$ cat config.mk
export PLATFORM = sky130hd
export DESIGN_NAME = bcr_buck_control_regs
export DESIGN_NICKNAME = d
export VERILOG_FILES = /design/src/rtl/bcr_pkg.sv /design/src/rtl/bcr_slew_decode.sv /design/src/rtl/bcr_buck_control_regs.sv
export SDC_FILE = /design/constraint.sdc
export NUM_CORES = 1
export LEC_CHECK = 0
export BUFFER_PORTS_ARGS = -buffer_cell sky130_fd_sc_hd__buf_4
export CORE_UTILIZATION = 25
export DETAILED_ROUTE_END_ITERATION = 10
export PLACE_DENSITY = 0.54
export SYNTH_ARGS = -nofsm -noshare
export SYNTH_HDL_FRONTEND = slang
export SYNTH_SLANG_ARGS = --single-unit
$ cat constraint.sdc
create_clock -name clk_sys -period 14.6 [get_ports clk_sys]
set_input_delay 2.19 -clock clk_sys [delete_from_list [all_inputs] [get_ports clk_sys]]
set_output_delay 2.19 -clock clk_sys [all_outputs]
set_load 0.05 [all_outputs]
$ cat src/rtl/bcr_pkg.sv
// What this block does
// - Power-on reset restores all controls, some from OTP
// - Buck1 bit 7 steers scaling to pins
// - Span 00b: 500-1075 mV, 25 mV, 24 steps
// - Other spans: 12.5 mV steps, 32 steps
// - Slew step field bits 4-2, reset 000b
// - Slew field decodes to eight slew rates
// - Bit 1 forces PWM, clear gives automatic
// - Buck3 bits 7-5 read-write, reset 000b
// - Buck4 bit 0 picks slow or fast ramp
package bcr_pkg;

  // Register offsets
  localparam logic [7:0] BUCK1_CONTROL_OFS = 8'h00;
  localparam logic [7:0] BUCK2_CONTROL_OFS = 8'h01;
  localparam logic [7:0] BUCK3_CONTROL_OFS = 8'h02;
  localparam logic [7:0] BUCK4_CONTROL_OFS = 8'h03;
  localparam int         NUM_BUCKS         = 4;

  // Field positions
  localparam int PIN_SCALING_SELECT_BIT = 7;
  localparam int SPAN_MSB               = 6;
  localparam int SPAN_LSB               = 5;
  localparam int SLEW_MSB               = 4;
  localparam int SLEW_LSB               = 2;
  localparam int PWM_FORCE_BIT          = 1;
  localparam int RAMP_FAST_BIT          = 0;
  localparam int UPPER_MSB              = 7;
  localparam int UPPER_LSB              = 5;

  // Writable bit masks per register, reserved bits excluded
  localparam logic [7:0] WR_MASK [NUM_BUCKS] = '{8'hFE, 8'h1E, 8'hFE, 8'h1F};

  // Fixed reset values of non-OTP fields
  localparam logic [2:0] SLEW_RESET  = 3'h0;
  localparam logic [2:0] UPPER_RESET = 3'h0;
  localparam logic [7:0] UNMAPPED_READ = 8'hFF;

  // Slew rates in units of 0.01 mV/us, indexed by step code
  localparam logic [11:0] SLEW_RATE_TABLE [8] = '{12'hBB8, 12'h4E2, 12'h3AC, 12'h2EE,
                                                  12'h271, 12'h1D6, 12'h138, 12'h0FA};

  // Pin-path voltage tables in units of 0.1 mV
  localparam logic [1:0]  SPAN_WIDE       = 2'h0;
  localparam logic [13:0] SPAN_BASE [4]   = '{14'h1388, 14'h1B58, 14'h1770, 14'h1388};
  localparam logic [13:0] SPAN_TOP  [4]   = '{14'h2AF8, 14'h2AF8, 14'h2710, 14'h2328};
  localparam logic [8:0]  STEP_WIDE       = 9'h0FA;
  localparam logic [8:0]  STEP_FINE       = 9'h07D;
  localparam logic [4:0]  LAST_CODE_WIDE  = 5'h17;
  localparam logic [4:0]  LAST_CODE_FINE  = 5'h1F;

  // Start-up ramp timing
  localparam int CLK_PERIOD_PS      = 4000;
  localparam int RAMP_SLOW_MIN_US   = 200;
  localparam int RAMP_FAST_MAX_US   = 60;
  localparam int RAMP_SLOW_CYCLES_D = (RAMP_SLOW_MIN_US * 1000000 + CLK_PERIOD_PS - 1) / CLK_PERIOD_PS;
  localparam int RAMP_FAST_CYCLES_D = (RAMP_FAST_MAX_US * 1000000) / CLK_PERIOD_PS;
  localparam int RAMP_CNT_W         = 16;

  typedef enum logic [1:0] {RAMP_IDLE, RAMP_RUN, RAMP_DONE} bcr_ramp_e;

endpackage

$ cat src/rtl/bcr_slew_decode.sv
`timescale 1ns/1ps
module bcr_slew_decode
  import bcr_pkg::*;
(
  input  wire logic        clk_sys,
  input  wire logic        reset,
  input  wire logic [2:0]  slewStepCode,
  output logic      [11:0] slewRate
);

  logic [11:0] slewRate_r;
  logic [11:0] slewRate_nxt;

  // Table lookup of the output slew rate
  always_comb begin
    slewRate_nxt = SLEW_RATE_TABLE[slewStepCode];
  end

  // Register the decoded rate
  always_ff @(posedge clk_sys) begin
    if (reset) begin
      slewRate_r <= SLEW_RATE_TABLE[SLEW_RESET];
    end else begin
      slewRate_r <= slewRate_nxt;
    end
  end

  assign slewRate = slewRate_r;
endmodule

$ cat src/rtl/bcr_buck_control_regs.sv
`timescale 1ns/1ps
module bcr_buck_control_regs
  import bcr_pkg::*;
#(
  parameter int RAMP_SLOW_CYCLES = RAMP_SLOW_CYCLES_D,
  parameter int RAMP_FAST_CYCLES = RAMP_FAST_CYCLES_D
) (
  input  wire logic                  clk_sys,
  input  wire logic                  reset,
  input  wire logic                  regWrEn,
  input  wire logic                  regRdEn,
  input  wire logic [7:0]            regAddr,
  input  wire logic [7:0]            regWrData,
  output logic      [7:0]            regRdData,
  output logic                       regRdValid,
  input  wire logic                  otpPinScalingSelect,
  input  wire logic [1:0]            otpPinPathVoltageSpan,
  input  wire logic [NUM_BUCKS-1:0]  otpPwmForce,
  input  wire logic                  otpRampFast,
  input  wire logic                  buck1VoltageSelectPin,
  input  wire logic                  scalingPulsePin,
  input  wire logic                  scalingClockPin,
  input  wire logic [1:0]            buck1RegTableRange,
  input  wire logic [4:0]            pinPathCode,
  input  wire logic                  buck4StartReq,
  output logic                       pinScalingSelect,
  output logic                       scalingRegsIgnored,
  output logic [1:0]                 buck1TableRange,
  output logic                       buck1SelectGated,
  output logic                       scalingPulseGated,
  output logic                       scalingClockGated,
  output logic [13:0]                pinPathTarget,
  output logic [NUM_BUCKS-1:0][11:0] slewRate,
  output logic [NUM_BUCKS-1:0]       pwmForce,
  output logic [2:0]                 buck3UpperBits,
  output logic                       buck4RampFast,
  output logic                       buck4RampDone
);

  logic [7:0]            ctrl_r    [NUM_BUCKS];
  logic [7:0]            ctrl_nxt  [NUM_BUCKS];
  logic [7:0]            rdData_r;
  logic [7:0]            rdData_nxt;
  logic                  rdValid_r;
  logic                  addrHit;
  logic [1:0]            addrIdx;
  logic [5:0]            steer_r;
  logic [5:0]            steer_nxt;
  logic [13:0]           target_r;
  logic [13:0]           target_nxt;
  bcr_ramp_e             rampState_r;
  bcr_ramp_e             rampState_nxt;
  logic [RAMP_CNT_W-1:0] rampCnt_r;
  logic [RAMP_CNT_W-1:0] rampCnt_nxt;

  assign addrHit = regAddr < 8'(NUM_BUCKS);
  assign addrIdx = regAddr[1:0];

  // Register writes through the writable masks; reserved bits stay zero
  always_comb begin
    for (int i = 0; i < NUM_BUCKS; i++) begin
      ctrl_nxt[i] = ctrl_r[i];
      if (regWrEn && addrHit && addrIdx == 2'(i)) begin
        ctrl_nxt[i] = regWrData & WR_MASK[i];
      end
    end
  end

  // Power-on reset loads fixed and OTP values
  always_ff @(posedge clk_sys) begin
    if (reset) begin
      ctrl_r[0] <= {otpPinScalingSelect, otpPinPathVoltageSpan, SLEW_RESET, otpPwmForce[0], 1'b0};
      ctrl_r[1] <= {3'h0, SLEW_RESET, otpPwmForce[1], 1'b0};
      ctrl_r[2] <= {UPPER_RESET, SLEW_RESET, otpPwmForce[2], 1'b0};
      ctrl_r[3] <= {3'h0, SLEW_RESET, otpPwmForce[3], otpRampFast};
    end else begin
      for (int i = 0; i < NUM_BUCKS; i++) begin
        ctrl_r[i] <= ctrl_nxt[i];
      end
    end
  end

  // Read path; unmapped offsets answer all ones
  always_comb begin
    rdData_nxt = rdData_r;
    if (regRdEn) begin
      rdData_nxt = addrHit ? ctrl_r[addrIdx] : UNMAPPED_READ;
    end
  end

  always_ff @(posedge clk_sys) begin
    if (reset) begin
      rdData_r  <= 8'h00;
      rdValid_r <= 1'b0;
    end else begin
      rdData_r  <= rdData_nxt;
      rdValid_r <= regRdEn;
    end
  end

  assign regRdData  = rdData_r;
  assign regRdValid = rdValid_r;

  // Scaling steering: pins path forces table range 00b and masks the select pin
  always_comb begin
    steer_nxt[0] = ctrl_r[0][PIN_SCALING_SELECT_BIT];
    steer_nxt[2:1] = steer_nxt[0] ? SPAN_WIDE : buck1RegTableRange;
    steer_nxt[3] = !steer_nxt[0] && buck1VoltageSelectPin;
    steer_nxt[4] = steer_nxt[0] && scalingPulsePin;
    steer_nxt[5] = steer_nxt[0] && scalingClockPin;
  end

  always_ff @(posedge clk_sys) begin
    if (reset) begin
      steer_r <= 6'h00;
    end else begin
      steer_r <= steer_nxt;
    end
  end

  assign pinScalingSelect   = steer_r[0];
  assign scalingRegsIgnored = steer_r[0];
  assign buck1TableRange    = steer_r[2:1];
  assign buck1SelectGated   = steer_r[3];
  assign scalingPulseGated  = steer_r[4];
  assign scalingClockGated  = steer_r[5];

  // Pin-path code to target voltage, clamped at the span's last step
  always_comb begin
    logic [1:0]  span;
    logic [4:0]  lastCode;
    logic [4:0]  code;
    logic [8:0]  step;
    logic [13:0] sum;
    span     = ctrl_r[0][SPAN_MSB:SPAN_LSB];
    lastCode = (span == SPAN_WIDE) ? LAST_CODE_WIDE : LAST_CODE_FINE;
    step     = (span == SPAN_WIDE) ? STEP_WIDE : STEP_FINE;
    code     = (pinPathCode > lastCode) ? lastCode : pinPathCode;
    sum      = SPAN_BASE[span] + 14'(step * code);
    target_nxt = (sum > SPAN_TOP[span]) ? SPAN_TOP[span] : sum;
  end

  always_ff @(posedge clk_sys) begin
    if (reset) begin
      target_r <= 14'h0000;
    end else begin
      target_r <= target_nxt;
    end
  end

  assign pinPathTarget = target_r;

  // Per-converter slew decode and mode outputs
  for (genvar g = 0; g < NUM_BUCKS; g++) begin : gen_buck
    bcr_slew_decode u_slew (
      .clk_sys      (clk_sys),
      .reset        (reset),
      .slewStepCode (ctrl_r[g][SLEW_MSB:SLEW_LSB]),
      .slewRate     (slewRate[g])
    );
    assign pwmForce[g] = ctrl_r[g][PWM_FORCE_BIT];
  end

  assign buck3UpperBits = ctrl_r[2][UPPER_MSB:UPPER_LSB];
  assign buck4RampFast  = ctrl_r[3][RAMP_FAST_BIT];

  // Buck4 start-up ramp timer, length chosen by the ramp bit
  always_comb begin
    rampState_nxt = rampState_r;
    rampCnt_nxt   = rampCnt_r;
    unique case (rampState_r)
      RAMP_IDLE, RAMP_DONE: begin
        if (buck4StartReq) begin
          rampState_nxt = RAMP_RUN;
          rampCnt_nxt   = buck4RampFast ? RAMP_CNT_W'(RAMP_FAST_CYCLES - 1)
                                        : RAMP_CNT_W'(RAMP_SLOW_CYCLES - 1);
        end
      end
      RAMP_RUN: begin
        if (rampCnt_r == '0) begin
          rampState_nxt = RAMP_DONE;
        end else begin
          rampCnt_nxt = rampCnt_r - 1'b1;
        end
      end
    endcase
  end

  always_ff @(posedge clk_sys) begin
    if (reset) begin
      rampState_r <= RAMP_IDLE;
      rampCnt_r   <= '0;
    end else begin
      rampState_r <= rampState_nxt;
      rampCnt_r   <= rampCnt_nxt;
    end
  end

  assign buck4RampDone = (rampState_r == RAMP_DONE);

  // Helper: cycles spent ramping and the ramp choice at start
  int   rampLen;
  logic rampFastAtStart;
  always_ff @(posedge clk_sys) begin
    if (reset) begin
      rampLen         <= 0;
      rampFastAtStart <= 1'b0;
    end else if (rampState_r != RAMP_RUN && buck4StartReq) begin
      rampLen         <= 0;
      rampFastAtStart <= buck4RampFast;
    end else if (rampState_r == RAMP_RUN) begin
      rampLen <= rampLen + 1;
    end
  end
endmodule

==> results.toml, run 1 <==
[run_status]
status = "finished clean"

[placement]
dp_cells = 1103
hpwl_um = 12700
port_buffers = 125
routabilityCongestion = 0.833

[drt]
route.vias.total = 5174
firstDrtPassIters = 4
ant_nets = 0
totalWireLength_um = 17000
viasPerCell = 4.56
drt_iter0_drc = 256
drc_errors = 0
wire_per_inst_um = 15.0

[yosys]
syn_avg_cell_area_um2 = 9.13
synth_edf_count = 8
synth-seq-cells = 118
yosys.cell_types.count = 62
netlist_instances = 688
synth_seq_area_share_pct = 38.9
ys.flop_type = "dfxtp_1"
synth_warnings = 0
async_reset_ff_share_pct = 0
syn_area_um2 = 6280

[floorplan]
die_y_um = 160
die_width_um = 160
start_util_pct = 25.7
rows = 57
pin_count = 126
fp.dieArea_um2 = 25800
core_um2 = 24500

[layout]
ff_latch_area_um2 = 2440
multi_input_area_um2 = 3440
fillerInstances = 2533
drive_gt1_share_pct = 21.9
area_growth_pct = 29.0
nNetsFinal = 912
final_cells = 1135
layout_common_cells = "buf_4 (127), dfxtp_1 (110), nand2_1 (64)"
diodes = 0
final_common_cell = "buf_4"

[clocking]
numCtsBuffers = 17
tritoncts = "built"
ctsResizeCount = 0
clk_latency_ns = 0.41
cts_root_buffer = "clkbuf_16"
cts_sinks = 118
hold_buffers = 0
post-cts-setup-buffer-count = 0
htree_levels = 4
clk_pin_slew_ns = 0.06
clock_path_buffers = 2

[worst_setup_path]
reg2reg_depth = 25
worstSetupStartpointType = "primary input"
endpoint_kind = "register"
reg2reg_setup_slack_ns = 7.15
crit_arrival_ns = 8.25
crit_type = "in2reg"
r2r-end = "pinPathTarget[7]$_SDFF_PP0_"
required_ns = 14.91
crit_fanout = 6
r2r_start = "ctrl_r[0][6]$_DFFE_PP_"

[global_route]
grt_pass1_vias = 4848
grt.overflow.total = 0
antenna_found_initial = 0
grtUsageTotal_pct = 13.4
grt_pass1_wl_um = 26500
grt_start_max_net_pins = 89

[sta]
fmax_mhz = 126
finalHoldViolCount = 0
slew_headroom_pct = 35.6
drv_slew = 0
fin_crit_sh_pct = 54.4
tns_ns = 0
tightestPinTransition_ns = 0.965
rsz0062_at_grt = "no"
period_minus_slack_ns = 7.94
setup_viol = 0
finClkSkew_ns = 0.00821

[flow_run]
max_cap_violations = 0

[power]
ir_drop_uv = 73.9
power.leakage_nw = 3.59
power.density_nw_per_um2 = 172

[worst_hold_path]
min_from = "rampCnt_r[6]$_SDFFE_PP0P_"
min_to = "rampCnt_r[6]$_SDFFE_PP0P_"
hold_path_class = "reg2reg"
hold_depth = 2
## cell type report
class                   instances  share of cell area (%)
clock buffers                  20                    5.90
clock inverters                12                    1.99
inverters                      59                    2.73
multi-input cells             475                    42.5
flip-flops and latches        118                    30.1
well taps                     324                    5.00
repair buffers                127                    11.8
## per-layer routing
metal	wire (um)	part of all wire [%]	global-route usage, %
met1	8200	48	17.9
met4	264	1.6	4.72
met2	7770	46	20.9
met5	0	0	0
met3	781	4.6	3.23
## power by group
group | switching, mW | total, mW | internal [mW]
combinational | 0.358 | 0.572 | 0.214
clock | 0.162 | 0.453 | 0.290
sequential | 0.0149 | 0.367 | 0.352
## kinds of logic (layout without fill, tap and decap cells)
| group | after synthesis | after routing | share of synthesized area (%) |
|---|---|---|---|
| buf+inv | 96 | 218 | 6.38 |
| flops | 118 | 118 | 38.9 |
| mux | 27 | 27 | 5.10 |
| fa+ha+maj | 75 | 75 | 17.3 |
| simple gates | 229 | 229 | 17.8 |
| other cells | 1 | 2 | 0.0597 |
| xor+xnor | 11 | 11 | 1.53 |
| compound gates | 131 | 131 | 12.9 |
## critical path: stages
cell	delay [ns]
buf_4	0.12
ha_1	0.28
nand4_1	0.07
nand3_1	0.11
o21ai_0	0.55
inv_1	0.18
fa_1	0.53
fa_1	0.54
inv_1	0.05
fa_1	0.53
inv_1	0.04
ha_1	0.33
o21ai_1	0.14
nor3_1	0.32
nor2_1	0.10
xnor2_1	0.16
ha_1	0.34
nand2_1	0.12
or4b_1	0.48
o211ai_1	0.17
o211ai_1	0.13
o21ai_1	0.38
nor2_1	0.15
o41ai_1	0.24
## how the worst max path moves through the flow
stage	from	endpoint	slack, ns	cells after the start
finish	pinPathCode[3]	pinPathTarget[7]$_SDFF_PP0_	6.66	24
global route	pinPathCode[3]	pinPathTarget[7]$_SDFF_PP0_	6.16	25
CTS	pinPathCode[3]	pinPathTarget[7]$_SDFF_PP0_	6.63	24
detailed placement	pinPathCode[3]	pinPathTarget[7]$_SDFF_PP0_	6.21	24
global placement	pinPathCode[3]	pinPathTarget[7]$_SDFF_PP0_	6.42	24
floorplan	pinPathCode[3]	pinPathTarget[7]$_SDFF_PP0_	6.98	23
## flip-flops by register name, indices dropped and copies added (netlist names)
signal	flops
ctrl_r	23
gen_buck.u_slew.slewRate	48
pinPathTarget	14
rampCnt_r	16
rampState_r	2
regRdData	8
regRdValid	1
steer_r	6
## stage by stage
| stage | setup slack (ns) | total power [mW] | hold WS, ns | cell area, um2 | utilization [%] |
|---|---|---|---|---|---|
| floorplan | 6.98 | 0.802 | 0.443 | 6280 | - |
| global placement | 6.42 | 0.941 | 0.460 | 7460 | 30.5 |
| detailed placement | 6.21 | 0.944 | 0.464 | 7460 | 30.5 |
| CTS | 6.63 | 1.41 | 0.476 | 8100 | 33.1 |
| global route | 6.16 | 1.49 | 0.500 | 8100 | 33.1 |
| finish | 6.66 | 1.39 | 0.477 | 8100 | 33.1 |
## synth_stat cells (all sizes together) (8+ instances only)
cell      n  area (um2)
a21oi    36         184
inv      58         218
nor4      8        50.1
mux2i    23         230
fa       20         400
and2      8        50.1
nand3    17        85.1
nor2     64         248
nand2    64         240
nor2b     8        50.1
a21o     12        90.1
buf      11        81.3
or3       8        50.1
ha       55         688
edfxtp    8         240
nor3     17        90.1
xor2      8        70.1
clkbuf   26        97.6
or2       8        50.1
dfxtp   110        2200
o21ai    44         220
and3      8        50.1
Power figures use the tool's default switching activity.
==> run 2: changes to the inputs <==
==> constraint.sdc (replaced) <==
create_clock -name clk_sys -period 7.9 [get_ports clk_sys]
set_input_delay 1.185 -clock clk_sys [delete_from_list [all_inputs] [get_ports clk_sys]]
set_output_delay 1.185 -clock clk_sys [all_outputs]
set_load 0.05 [all_outputs]
==> run 2 against run 1 <==
- critical path depth grew 1
- sequential share of layout area grew 0.13 points
- global-route usage grew 0.065 points
- via count shrank 0.60%
- worst setup slack lost 5.7 ns
- sequential cell count is the same
- first-iteration DRC count grew 5.5%
- non-clock buffer count grew 1
- utilization shrank 0.14 points
- total power grew 81%
- combinational power grew 85%
==> results.toml, run 2 (synthesis gave the netlist of run 1 again) <==
[drt]
route.vias.total = 5143
ant_nets = 0
drc_errors = 0
viasPerCell = 4.53
drt_iter0_drc = 270
firstDrtPassIters = 4
wire_per_inst_um = 14.8
totalWireLength_um = 16900

[power]
power.leakage_nw = 3.57
power.density_nw_per_um2 = 312
ir_drop_uv = 149

[sta]
drv_slew = 0
finClkSkew_ns = 0.00915
tightestPinTransition_ns = 0.973
fin_crit_sh_pct = 88.1
rsz0062_at_grt = "no"
fmax_mhz = 144
finalHoldViolCount = 0
setup_viol = 0
tns_ns = 0
slew_headroom_pct = 35.1
period_minus_slack_ns = 6.96

[global_route]
grt_pass1_wl_um = 26600
grt.overflow.total = 0
antenna_found_initial = 0
grt_pass1_vias = 4851
grt_start_max_net_pins = 89
grtUsageTotal_pct = 13.4

[worst_setup_path]
reg2reg_depth = 25
crit_arrival_ns = 7.28
max_stage_delay_ns = 0.54
endpoint_kind = "register"
crit_buf_inv = 4
crit_type = "reg2reg"
cp_top_family = "adder cells"
worstSetupStartpointType = "register"
crit_fanout = 7
reg2reg_setup_slack_ns = 0.94
required_ns = 8.21
r2r_start = "ctrl_r[0][6]$_DFFE_PP_"
cp.depth = 25
timing.critical_path.to = "pinPathTarget[7]$_SDFF_PP0_"
worstSetupStartpoint = "ctrl_r[0][6]$_DFFE_PP_"
slowest_stage = "fa_1"
r2r-end = "pinPathTarget[7]$_SDFF_PP0_"

[clocking]
numCtsBuffers = 17
hold_buffers = 0
cts_root_buffer = "clkbuf_16"
clk_pin_slew_ns = 0.06
htree_levels = 4
post-cts-setup-buffer-count = 0
ctsResizeCount = 0
clock_path_buffers = 2
cts_sinks = 118
clk_latency_ns = 0.41
tritoncts = "built"

[layout]
drive_gt1_share_pct = 22.0
area_growth_pct = 28.5
nNetsFinal = 913
final_util_pct = 33.0
layout_common_cells = "buf_4 (128), dfxtp_1 (110), nand2_1 (64)"
final_common_cell = "buf_4"
design_area_um2 = 8070
final_cells = 1136
largest_reg_flops = 48
diodes = 0

[placement]
port_buffers = 125
dp_cells = 1104
hpwl_um = 12700
routabilityCongestion = 0.838
post_dp_cell_area_um2 = 7470

[worst_hold_path]
min_from = "rampCnt_r[6]$_SDFFE_PP0P_"
hold_path_class = "reg2reg"

[floorplan]
start_util_pct = 25.7
core_um2 = 24500
rows = 57
fp.dieArea_um2 = 25800
die_width_um = 160
pin_count = 126
die_y_um = 160

[flow_run]
max_cap_violations = 0

[run_status]
status = "finished clean"
==> run 2: changes by cell type in the layout (fill, tap and decap cells not counted), sizes merged <==
cell      before  now
buf          127  128
bufinv         3    2
clkinvlp       1    2
inv           63   62
clkinv         4    6
clkbuf        20   19
==> run 2: stage by stage <==
step / total power, mW / setup WS, ns / hold slack (ns)
2_1_floorplan: 1.48 / 1.29 / 0.443
4_1_cts: 2.54 / 0.922 / 0.476
6_report: 2.52 / 0.938 / 0.473
5_1_grt: 2.69 / 0.393 / 0.504
3_5_place_dp: 1.74 / 0.628 / 0.469
3_3_place_gp: 1.74 / 0.736 / 0.460
==> run 2: worst register-to-register path, delay by kind of cell, from the launching register on <==
family	cells	cell delay, ns
compound gates	6	1.57
xor+xnor	1	0.16
fa+ha+maj	7	2.83
buf+inv	4	0.45
flops	1	0.53
simple gates	7	1.32
==> run 2: layer usage <==
layer	GRT usage, %	routed length, um
met1	18.6	8230
met2	20.5	7640
met3	3.13	734
met4	4.42	258
met5	0	0
==> run 2: power by group <==
group / switching [mW] / total (mW) / internal [mW] / leakage (nW)
logic: 0.660 / 1.06 / 0.397 / 2.31
clock network: 0.295 / 0.779 / 0.484 / 0.291
registers: 0.0283 / 0.679 / 0.651 / 0.976
==> run 2: how the worst min path moves through the flow <==
stage | slack [ns] | cells after the start | end
2_1_floorplan | 0.44 | 1 | gen_buck[3].u_slew.slewRate[5]$_SDFF_PP1_
3_3_place_gp | 0.46 | 2 | rampCnt_r[3]$_SDFFE_PP0P_
3_5_place_dp | 0.47 | 2 | rampCnt_r[6]$_SDFFE_PP0P_
4_1_cts | 0.48 | 2 | rampCnt_r[6]$_SDFFE_PP0P_
5_1_grt | 0.50 | 2 | regRdData[0]$_SDFFE_PP0P_
6_report | 0.47 | 2 | rampCnt_r[6]$_SDFFE_PP0P_
==> run 2: final cells by class <==
class / count / area [um2]
clock buffers: 19 / 453
clock inverters: 13 / 145
fillers: 2554 / 16400
inverters: 59 / 221
multi-input cells: 475 / 3440
flip-flops and latches: 118 / 2440
well taps: 324 / 405
repair buffers: 128 / 961
